**config.mk**
```make
export PLATFORM = sky130hd
export DESIGN_NAME = umcbg_modem_ctrl
export DESIGN_NICKNAME = d
export VERILOG_FILES = /design/src/logic/umcbg_pkg.sv /design/src/logic/umcbg_modem_ctrl.sv
export SDC_FILE = /design/constraint.sdc
export NUM_CORES = 1
export LEC_CHECK = 0
export CORE_MARGIN = 8
export CORE_UTILIZATION = 55
export CTS_BUF_LIST = sky130_fd_sc_hd__clkbuf_4 sky130_fd_sc_hd__clkbuf_8
export CTS_CLUSTER_DIAMETER = 60
export CTS_CLUSTER_SIZE = 40
export DETAILED_ROUTE_END_ITERATION = 7
export DONT_BUFFER_PORTS = 1
export HOLD_SLACK_MARGIN = 0.05
export PLACE_DENSITY = 0.7
export SLEW_MARGIN = 20
export SYNTH_ARGS = -nofsm -noshare
export SYNTH_HDL_FRONTEND = slang
export SYNTH_SLANG_ARGS = --single-unit
```
**constraint.sdc**
```tcl
create_clock -name clock -period 4.4 [get_ports clock]
set_input_delay 0.22 -clock clock [delete_from_list [all_inputs] [get_ports clock]]
set_output_delay 0.22 -clock clock [all_outputs]
set_load 0.03 [all_outputs]
```
**src/logic/umcbg_pkg.sv**
```systemverilog
// Purpose: Shared constants for the modem handshake and baud divider block
// Assumes: Byte-wide parallel register port, three address lines
// Notes:   Offsets select registers on the channel's own address lines
package umcbg_pkg;

  // ==========================================================
  // Bus geometry
  localparam int ADDR_W = 3;
  localparam int DATA_W = 8;
  localparam int DIV_W  = 16;

  // ==========================================================
  // Register offsets on the channel address lines
  localparam logic [ADDR_W-1:0] OFS_DIV_LO = 3'h0;  // Divisor low byte, divisor access set
  localparam logic [ADDR_W-1:0] OFS_DIV_HI = 3'h1;  // Divisor high byte, divisor access set
  localparam logic [ADDR_W-1:0] OFS_CTL    = 3'h4;  // handshake_ctl_reg
  localparam logic [ADDR_W-1:0] OFS_STAT   = 3'h6;  // handshake_stat_reg

  // ==========================================================
  // Control register fields
  localparam int CTL_W          = 5;  // Bits above read as zero
  localparam int CTL_TERM_READY = 0;
  localparam int CTL_REQ_SEND   = 1;
  localparam int CTL_USER_A     = 2;
  localparam int CTL_USER_B     = 3;  // Also gates the channel interrupt pin
  localparam int CTL_LOOP       = 4;
  localparam logic [CTL_W-1:0] CTL_RESET = 5'h00;

  // ==========================================================
  // Modem line index, same order in the delta and level halves
  localparam int MDM_N    = 4;
  localparam int MDM_CTS  = 0;
  localparam int MDM_DSR  = 1;
  localparam int MDM_RING = 2;
  localparam int MDM_DCD  = 3;
  localparam logic [MDM_N-1:0] MDM_CLEAR = 4'h0;

  // ==========================================================
  // Baud divider reset and terminal count
  localparam logic [DATA_W-1:0] DIV_LO_RESET = 8'h01;
  localparam logic [DATA_W-1:0] DIV_HI_RESET = 8'h00;
  localparam logic [DIV_W-1:0]  COUNT_LAST   = 16'h0001;
  localparam logic [DIV_W-1:0]  COUNT_RESET  = 16'h0000;
  localparam logic [DIV_W-1:0]  DIV_NONE     = 16'h0000;
  localparam logic [DATA_W-1:0] DATA_ZERO    = 8'h00;

endpackage

```
**src/logic/umcbg_modem_ctrl.sv**
```systemverilog
// Purpose: Modem control, modem status and baud divider of one serial channel
// Assumes: All inputs synchronous to clock; strobes sampled once per clock
// Notes:   Status read trailing edge is the first cycle the read strobe is seen high
//
// How it works
// - Control bit 0 set drives terminal_ready_n low, clear drives it high.
// - Control bit 1 set drives request_send_n low, clear drives it high.
// - Control bit 2 set drives user_output_a_n low, clear drives it high.
// - Control bit 3 gates the channel interrupt onto its output pin.
// - Loop-back holds serial output high and feeds transmitter into receiver.
// - Loop-back ignores modem pins, routes control bits inward, outputs go high.
// - Loop-back modem events come only from control bit writes, never pins.
// - Control bits 5 to 7 always read zero.
// - Status bits 4 to 7 read one when their modem input pin is low.
// - Status bits 0, 1, 3 set on any change of their input.
// - Status bit 2 sets only on ring input rising from low to high.
// - Reading status clears the four change bits, leaving the level bits.
// - With modem interrupt enabled, any change bit raises the modem interrupt.
// - In loop-back, level bits show request, ready, user A, user B.
// - Changes during a status read set their bit only at read end.
// - A set bit whose change recurs during the read clears at read end.
// - Baud divider divides clock by 1 to 65535, giving the 16x tick.
// - Divisor is sixteen bits held in two byte latches, both loaded by software.
// - Writing either divisor latch reloads the baud counter at once.
// - Reset clears all control bits, so handshake outputs go high.
// - Reset clears change bits; level bits keep following the pins.
`timescale 1ns/10ps
module umcbg_modem_ctrl
  import umcbg_pkg::*;
#(
  parameter int DIV_WIDTH = DIV_W
) (
  // Clock, reset and enable
  input  wire logic                clock,
  input  wire logic                resetn,
  input  wire logic                clk_en,
  // Parallel register port
  input  wire logic                chip_sel_n,
  input  wire logic [ADDR_W-1:0]   reg_addr,
  input  wire logic [DATA_W-1:0]   wr_data,
  input  wire logic                read_strobe_n,
  input  wire logic                write_strobe_n,
  input  wire logic                divisor_access,
  output logic      [DATA_W-1:0]   rd_data,
  // Modem input pins
  input  wire logic                clear_to_send_n,
  input  wire logic                set_ready_n,
  input  wire logic                ring_in_n,
  input  wire logic                carrier_detect_in_n,
  // Modem output pins
  output logic                     terminal_ready_n,
  output logic                     request_send_n,
  output logic                     user_output_a_n,
  output logic                     user_output_b_n,
  // Serial data path
  input  wire logic                serial_rx_pin,
  output logic                     serial_tx_pin,
  input  wire logic                tx_shift_out,
  output logic                     rx_shift_in,
  // Interrupts
  input  wire logic                modem_irq_enable,
  input  wire logic                core_irq,
  output logic                     modem_irq,
  output logic                     serial_irq,
  // Baud divider
  output logic                     sample_tick,
  output logic      [DIV_WIDTH-1:0] divisor
);

  // ==========================================================
  // Elaboration checks
  if (DIV_WIDTH != DIV_W) begin : g_bad_width
    $error("divisor width must equal two byte latches");
  end

  // ==========================================================
  // State
  typedef struct packed {
    logic [CTL_W-1:0]     ctl;
    logic [MDM_N-1:0]     level;
    logic                 primed;
    logic [MDM_N-1:0]     delta;
    logic [MDM_N-1:0]     pend;
    logic                 stat_rd;
    logic [DATA_W-1:0]    div_lo;
    logic [DATA_W-1:0]    div_hi;
    logic [DIV_WIDTH-1:0] count;
    logic                 tick;
    logic [DATA_W-1:0]    rd_data;
  } umcbg_state_t;

  umcbg_state_t state_reg;
  umcbg_state_t state_next;

  // Joins the two divisor latches
  function automatic logic [DIV_WIDTH-1:0] join_div(input logic [DATA_W-1:0] lo,
                                                    input logic [DATA_W-1:0] hi);
    join_div = {hi, lo};
  endfunction

  // ==========================================================
  // Decode of the register port
  logic             access;
  logic             rd_any;
  logic             wr_any;
  logic             stat_rd_now;
  logic             stat_rd_end;
  logic             wr_ctl;
  logic             wr_lo;
  logic             wr_hi;
  logic             loop_on;
  logic [MDM_N-1:0] eff_level;
  logic [MDM_N-1:0] events;

  // Strobes qualified by chip select
  assign access      = ~chip_sel_n;
  assign rd_any      = access & ~read_strobe_n;
  assign wr_any      = access & ~write_strobe_n & read_strobe_n;
  assign stat_rd_now = rd_any & (reg_addr == OFS_STAT);
  assign stat_rd_end = state_reg.stat_rd & ~stat_rd_now;
  // Status register has no write path
  assign wr_ctl      = wr_any & (reg_addr == OFS_CTL);
  assign wr_lo       = wr_any & divisor_access & (reg_addr == OFS_DIV_LO);
  assign wr_hi       = wr_any & divisor_access & (reg_addr == OFS_DIV_HI);
  assign loop_on     = state_reg.ctl[CTL_LOOP];

  // Effective modem levels, one means asserted
  always_comb begin
    if (loop_on) begin
      // Pins ignored, control bits looped inward
      eff_level[MDM_CTS]  = state_reg.ctl[CTL_REQ_SEND];
      eff_level[MDM_DSR]  = state_reg.ctl[CTL_TERM_READY];
      eff_level[MDM_RING] = state_reg.ctl[CTL_USER_A];
      eff_level[MDM_DCD]  = state_reg.ctl[CTL_USER_B];
    end else begin
      // Inverted pin levels
      eff_level[MDM_CTS]  = ~clear_to_send_n;
      eff_level[MDM_DSR]  = ~set_ready_n;
      eff_level[MDM_RING] = ~ring_in_n;
      eff_level[MDM_DCD]  = ~carrier_detect_in_n;
    end
  end

  // Change events against the previous level, after first sample
  always_comb begin
    events = MDM_CLEAR;
    if (state_reg.primed) begin
      events[MDM_CTS] = state_reg.level[MDM_CTS] ^ eff_level[MDM_CTS];
      events[MDM_DSR] = state_reg.level[MDM_DSR] ^ eff_level[MDM_DSR];
      events[MDM_DCD] = state_reg.level[MDM_DCD] ^ eff_level[MDM_DCD];
      // Pin rising means level bit falling
      events[MDM_RING] = state_reg.level[MDM_RING] & ~eff_level[MDM_RING];
    end
  end

  // ==========================================================
  // Next state
  always_comb begin
    state_next         = state_reg;
    state_next.level   = eff_level;
    state_next.primed  = 1'b1;
    state_next.stat_rd = stat_rd_now;

    // Control register write, upper bits not stored
    if (wr_ctl) begin
      state_next.ctl = wr_data[CTL_W-1:0];
    end

    // Change bits: hold during a status read, settle at its end
    if (stat_rd_now) begin
      state_next.pend = state_reg.pend | events;
    end else if (stat_rd_end) begin
      // Read clears; recurring set bits clear, new ones set
      state_next.delta = (state_reg.pend | events) & ~state_reg.delta;
      state_next.pend  = MDM_CLEAR;
    end else begin
      state_next.delta = state_reg.delta | events;
    end

    // Read data captured while the strobe is low
    if (rd_any) begin
      state_next.rd_data = DATA_ZERO;
      if (divisor_access && reg_addr == OFS_DIV_LO) begin
        state_next.rd_data = state_reg.div_lo;
      end else if (divisor_access && reg_addr == OFS_DIV_HI) begin
        state_next.rd_data = state_reg.div_hi;
      end else if (reg_addr == OFS_CTL) begin
        state_next.rd_data = {{(DATA_W-CTL_W){1'b0}}, state_reg.ctl};
      end else if (reg_addr == OFS_STAT) begin
        state_next.rd_data = {eff_level, state_reg.delta};
      end
    end

    // Divisor latches
    if (wr_lo) begin
      state_next.div_lo = wr_data;
    end
    if (wr_hi) begin
      state_next.div_hi = wr_data;
    end

    // Baud counter
    state_next.tick = 1'b0;
    if (wr_lo || wr_hi) begin
      // Immediate reload avoids a long first count
      state_next.count = join_div(state_next.div_lo, state_next.div_hi);
    end else if (divisor == DIV_NONE) begin
      state_next.count = COUNT_RESET; // Zero divisor stops the tick
    end else if (state_reg.count <= COUNT_LAST) begin
      state_next.tick  = 1'b1;
      state_next.count = divisor;
    end else begin
      state_next.count = state_reg.count - COUNT_LAST;
    end
  end

  // ==========================================================
  // State register
  always_ff @(posedge clock or negedge resetn) begin
    if (!resetn) begin
      state_reg.ctl     <= CTL_RESET;
      state_reg.level   <= MDM_CLEAR;
      state_reg.primed  <= 1'b0;
      state_reg.delta   <= MDM_CLEAR;
      state_reg.pend    <= MDM_CLEAR;
      state_reg.stat_rd <= 1'b0;
      state_reg.div_lo  <= DIV_LO_RESET;
      state_reg.div_hi  <= DIV_HI_RESET;
      state_reg.count   <= COUNT_RESET;
      state_reg.tick    <= 1'b0;
      state_reg.rd_data <= DATA_ZERO;
    end else if (clk_en) begin
      state_reg <= state_next;
    end
  end

  // ==========================================================
  // Outputs
  assign divisor     = join_div(state_reg.div_lo, state_reg.div_hi);
  assign sample_tick = state_reg.tick;
  assign rd_data     = state_reg.rd_data;

  // Handshake outputs, inverted control bits, high in loop-back
  assign terminal_ready_n = loop_on | ~state_reg.ctl[CTL_TERM_READY];
  assign request_send_n   = loop_on | ~state_reg.ctl[CTL_REQ_SEND];
  assign user_output_a_n  = loop_on | ~state_reg.ctl[CTL_USER_A];
  assign user_output_b_n  = loop_on | ~state_reg.ctl[CTL_USER_B];

  // Serial path, marking high and internal loop in loop-back
  assign serial_tx_pin = loop_on | tx_shift_out;
  assign rx_shift_in   = loop_on ? tx_shift_out : serial_rx_pin;

  // Modem status interrupt and gated channel interrupt pin
  assign modem_irq  = modem_irq_enable & (|state_reg.delta);
  assign serial_irq = state_reg.ctl[CTL_USER_B] & (core_irq | modem_irq);

endmodule

```
=== Word-level counts from Yosys, hierarchy flattened ===
Cells that the tools add are included.

* Memory bits (read-only): 0
* Flip-flop bits (word level): 60
* Memories kept: 0
* Word-level logic and storage cells: 83
* Bits in writable memories: 0
* Latch bits: 0

* Eq/ne operators: 3
* Shifts and indexed selects: 0
* Div/mod/pow operators: 0
* Bitwise gates (word level): 38
* $add $sub $neg: 1
* Magnitude comparators: 1
* Reduce and logical (&&, ||, !) cells: 11
* $mul: 0
* Muxes and demuxes: 18

{| class="wikitable"
|+ Operator list
! kind !! count
|-
| $mux W16 || 3
|-
| $mux W8 || 6
|-
| $mux W4 || 5
|-
| $le A16 B1 Y1 const B || 1
|-
| $logic_not A16 Y1 || 1
|-
| $sub A16 B1 Y16 const B || 1
|-
| $not A1 Y1 || 13
|-
| $and A1 B1 Y1 || 12
|-
| $or A4 B4 Y4 || 2
|-
| $reduce_and A2 Y1 || 4
|-
| $eq A3 B3 Y1 const B || 2
|-
| $or A1 B1 Y1 || 6
|-
| $and A4 B4 Y4 || 1
|-
| $mux W1 || 4
|-
| $not A4 Y4 || 1
|-
| $reduce_or A4 Y1 || 1
|-
| $eq A3 B1 Y1 const B || 1
|-
| $logic_not A3 Y1 || 1
|-
| $xor A1 B1 Y1 || 3
|-
| $logic_and A1 B1 Y1 || 2
|-
| $reduce_bool A2 Y1 || 1
|-
| $logic_or A1 B1 Y1 || 1
|}

=== Longest topological paths before layout ===
* Word-level depth: 8
* Mapped depth: 9

=== Worst setup path after synthesis ===
OpenSTA, ideal clock, no wires.

* Path type: register -> register
* From: register state_reg[9] (netlist name)
* To: register state_reg[17] (netlist name)
* Cell stages (with the launch flop): 10
* Data arrival time: 1.790 ns
* Buffers on the path: 3
* Slack: 2.472 ns
* Cells stage by stage: dfrtp_1 inv_1 ha_1 clkbuf_1 o211ai_1 or2_1 buf_6 buf_6 mux2i_1 o221ai_1

* Word-level cells in the longest chain between the ends: 4
* Elaborated cells between the ends (all ways): 5
* Classes of those cells: add/sub: 1; order compare: 1; mux: 3

{| class="wikitable"
|+ RTL lines
! item !! line !! source
|-
| from (decl) || umcbg_modem_ctrl.sv:92 || <nowiki>umcbg_state_t state_reg;</nowiki>
|-
| from (signal assigned) || umcbg_modem_ctrl.sv:233 || <nowiki>state_reg <= state_next;</nowiki>
|-
| $sub A16 B1 Y16 / $le A16 B1 Y1 (equally long branches) || umcbg_modem_ctrl.sv:213, umcbg_modem_ctrl.sv:209 ||
|-
| $mux W16 (*) || umcbg_modem_ctrl.sv:209 || <nowiki>end else if (state_reg.count <= COUNT_LAST) begin</nowiki>
|-
| $mux W16 (*) || umcbg_modem_ctrl.sv:207 || <nowiki>end else if (divisor == DIV_NONE) begin</nowiki>
|-
| $mux W16 (*) || umcbg_modem_ctrl.sv:204 || <nowiki>if (wr_lo || wr_hi) begin</nowiki>
|}

Mark *: on every way between the ends. The rest lies on a longest branch, timed or not.
A chain may end at the register's enable or synchronous reset.

=== Final worst setup path ===
* From: register state_reg[9] (netlist name)
* To: register state_reg[18] (netlist name)

Same word-level chain as after synthesis.

==> results.yml <==
timing:
  final_critical_path_setup_slack_ns: 1.95
  clock.fmax_mhz: 409
  final-max-slew-violation-count: 0
  layout_min_cycle_time_ns: 2.45
  worst_slew_pin_tran_ns: 1.03
  setup_repair_after_global_routing_missed_its_margin: "no"
  maxSlewHeadroom_pct: 31.3
  hold_viol_final: 0
  setup-violations-final: 0
  totalNegativeSetupSlack_ns: 0
  clock_skews_ns: 0.00792
  final.period_utilization_pct: 55.6
logic_synthesis:
  synth_adder_area_share_pct: 0.675
  seq_area_frac_synth_pct: 40.6
  synth_simple_gate_area_share_pct: 15.4
  syn-mean-instance-area_um2: 9.80
  post_synth_inst_count: 378
  synth_area_um2: 3700
  synth_ff_type: "sky130_fd_sc_hd__dfrtp_1"
  mappedNetlistNets: 406
  yosys_register_bits: 60
  synth-warning-count: 0
  synth_top_family_by_area: "simple AND/OR/NAND/NOR gates"
  count_of_flip_flops_with_a_built_in_enable_after_synthesis: 0
  yosys.area_share.xor_xnor_pct: 3.78
  synth_mux_area_share_pct: 15.3
  synth_compound_area_share_pct: 14.1
  synth_cell_types: 50
  fraction_of_registers_with_async_set_reset_pct: 100
floorplan:
  num_io_pins: 59
  chipHeight_um: 98.1
  initial_utilization_pct: 55.8
  rows: 30
  core_region_area_um2: 6640
  die_area_um2: 9620
  die_width_um: 98.1
critical_path:
  crit_buf_inv: 1
  critical_path_arrival_ns: 2.68
  critPathMaxFanout: 13
  end_kind: "flop"
  regToRegEndpoint: "state_reg[18]$_DFFE_PN0P_"
  timing.critical_path.required_ns: 4.63
  worstReg2RegStart: "state_reg[9]$_DFFE_PN0P_"
  critical_path.max_stage_delay_ns: 0.57
  worst-r2r-cell-count: 6
  reg2reg_slack_ns: 1.95
  timing.critical_path.cells: "inv_1 > ha_1 > o211ai_1 > or2_1 > nor2_2 > a221o_1"
  standard_cell_with_the_maximum_stage_delay_on_the_critical_path: "sky130_fd_sc_hd__or2_1"
  cpLargestDelayFamily: "compound AO/OA/AOI/OAI gates"
  cp-start-kind: "flop"
  timing.setup.critical_path_class: "flop to flop"
min_path:
  hp-start: "clk_en"
  hold_path_depth: 2
  min_path_type: "input pin to flop"
  hold-path-endpoint: "state_reg[19]$_DFFE_PN0P_"
clocking:
  tritoncts_num_sinks: 60
  htreeDepth: 3
  clkTransAtPathRegs_ns: 0.07
  tritoncts: "built"
  worst_case_clock_buffer_depth: 2
  cts-buffers-inserted: 9
  insertion_delay_ns: 0.35
  clock_tree.root_cell: "sky130_fd_sc_hd__clkbuf_8"
place:
  port_buffers: 0
  place.detailed.hpwl_um: 6510
  globalplace.congestion: 0.870
  pre_cts_slack_ns: 1.98
drt:
  antenna_nets_post_route: 0
  wl_per_cell_um: 22.1
  wl_met3_um: 924
  drt-initial-drc-count: 221
  route.layer.met1.wl_um: 4180
  route.final.wire_length_um: 9720
  dr_total_vias: 2826
  met2_length_um: 4350
  highest-signal-layer: "met4"
  routed_via_density: 6.42
  detailedRoute.firstPassIterationCount: 4
  drc_errors: 0
power:
  fin_total_pwr_uw: 1880
  power.leakage_uw: 0.00164
  p_per_area_nw_per_um2: 485
  sw_frac_of_total_pct: 35.1
  power.combinational.fraction_pct: 24.1
  power.internal_uw: 1220
  switching_power_uw: 659
  seq_power_share_pct: 45.7
  p_clk_share_pct: 30.1
  ir_drop_mv: 0.198
global_route:
  via_count_of_the_first_global_routing_pass: 2768
  grt_first_pass_wirelength_um: 15600
  maximum_number_of_pins_on_one_net_before_global_route_repair: 61
  antenna_violations_before_repair: 0
  overall_global_routing_resource_usage_pct: 20.9
  globalRoute.totalOverflow: 0
run:
  max_cap_viol_count: 0
final_layout:
  final_nets: 383
  drive_above_1_share_pct: 18.6
  n_antenna_cell: 0
  final_common_cell: "sky130_fd_sc_hd__dfrtp_1"
  flow.area_growth_from_synthesis_pct: 4.69
  flip_flop_count_of_the_largest_register_all_copies_and_words_added: 34
  utilization_pct: 58.4
  layout_common_cells: "sky130_fd_sc_hd__dfrtp_1, sky130_fd_sc_hd__mux2_2, sky130_fd_sc_hd__nand2_1"
status:
  outcome: "finished clean"
## per-stage QoR
step | instances | hold WS, ns | area (um^2)
2_1_floorplan | 378 | -0.0756 | 3700
5_1_grt | 440 | 0.0578 | 3880
3_5_place_dp | 412 | -0.0728 | 3520
3_3_place_gp | 412 | -0.0728 | 3520
6_report | 440 | 0.0670 | 3880
4_1_cts | 440 | 0.0543 | 3880
## worst register-to-register path, cell delays in order, from the launching register on
cell and delay (ns):
sky130_fd_sc_hd__dfrtp_1 0.41, sky130_fd_sc_hd__inv_1 0.09, sky130_fd_sc_hd__ha_1 0.31, sky130_fd_sc_hd__o211ai_1 0.45
sky130_fd_sc_hd__or2_1 0.57, sky130_fd_sc_hd__nor2_2 0.14, sky130_fd_sc_hd__a221o_1 0.37
## final cells by class
class	count	area (um^2)
clock buffer	12	153
clock inverter	4	72.6
fill	579	2770
inverter	23	86.3
multi-input combinational	249	1830
sequential	60	1500
tap	80	100
timing repair buffer	12	138
## timing repair
| action | in CTS | in global routing |
|---|---|---|
| hold buffers | 12 | 0 |
| hold endpoints to repair | 100 | 0 |
| endpoints found under the setup margin | 0 | 0 |
| setup buffers | 0 | 0 |
| gates resized for setup | 0 | 0 |
## cells by family (layout without fill, tap and decap cells)
kind of cell	after synthesis	after routing
muxes	52	52
and+or+nand+nor	104	104
AOI/OAI and AO/OA	75	75
DFF	60	60
buffers and inverters	69	51
adders and majority gates	2	2
xor gates and xnor gates	16	16
## synthesized netlist by cell type, types with 5 or more instances
library cell | count | area share (%)
sky130_fd_sc_hd__mux2_2 | 38 | 12
sky130_fd_sc_hd__xnor2_1 | 13 | 3.1
sky130_fd_sc_hd__clkbuf_1 | 14 | 1.4
sky130_fd_sc_hd__o21ai_0 | 24 | 3.2
sky130_fd_sc_hd__nand2_1 | 25 | 2.5
sky130_fd_sc_hd__o31ai_1 | 8 | 1.6
sky130_fd_sc_hd__mux2i_1 | 14 | 3.8
sky130_fd_sc_hd__buf_4 | 26 | 5.3
sky130_fd_sc_hd__a21oi_1 | 5 | 0.68
sky130_fd_sc_hd__nor2_1 | 16 | 1.6
sky130_fd_sc_hd__dfrtp_1 | 59 | 40
sky130_fd_sc_hd__nand3_1 | 17 | 2.3
sky130_fd_sc_hd__o221ai_1 | 9 | 2.1
sky130_fd_sc_hd__nor4_1 | 5 | 0.84
sky130_fd_sc_hd__nand4_1 | 5 | 0.84
sky130_fd_sc_hd__nand2b_1 | 6 | 1.0
sky130_fd_sc_hd__nor3_1 | 6 | 0.81
sky130_fd_sc_hd__inv_1 | 23 | 2.3
## worst max-delay path by stage
stage | from | end | slack, ns | depth (start not counted)
after floorplan | state_reg[9]$_DFFE_PN0P_ | state_reg[17]$_DFFE_PN0P_ | 2.47 | 9
after global placement | reg_addr[1] | divisor[8]$_DFFE_PN0P_ | 2.05 | 4
after detailed placement | reg_addr[1] | divisor[12]$_DFFE_PN0P_ | 1.98 | 4
after CTS | state_reg[9]$_DFFE_PN0P_ | state_reg[18]$_DFFE_PN0P_ | 1.99 | 6
after global routing | state_reg[9]$_DFFE_PN0P_ | state_reg[18]$_DFFE_PN0P_ | 1.79 | 6
final | state_reg[9]$_DFFE_PN0P_ | state_reg[18]$_DFFE_PN0P_ | 1.95 | 6
## per-layer routing
| metal | global-route usage (%) | vias up |
|---|---|---|
| li1 | - | 1295 |
| met2 | 32.0 | 126 |
| met4 | 9.47 | 0 |
| met1 | 25.9 | 1384 |
| met5 | 0 | - |
| met3 | 7.33 | 21 |
## power groups by stage
stage	clock (uW)	sequential, uW	combinational [uW]
2_1_floorplan	0	769	449
3_3_place_gp	0	861	409
3_5_place_dp	0	866	417
4_1_cts	574	858	450
5_1_grt	598	876	507
6_report	567	860	453
Note: power is estimated with default switching activity, not from simulation.
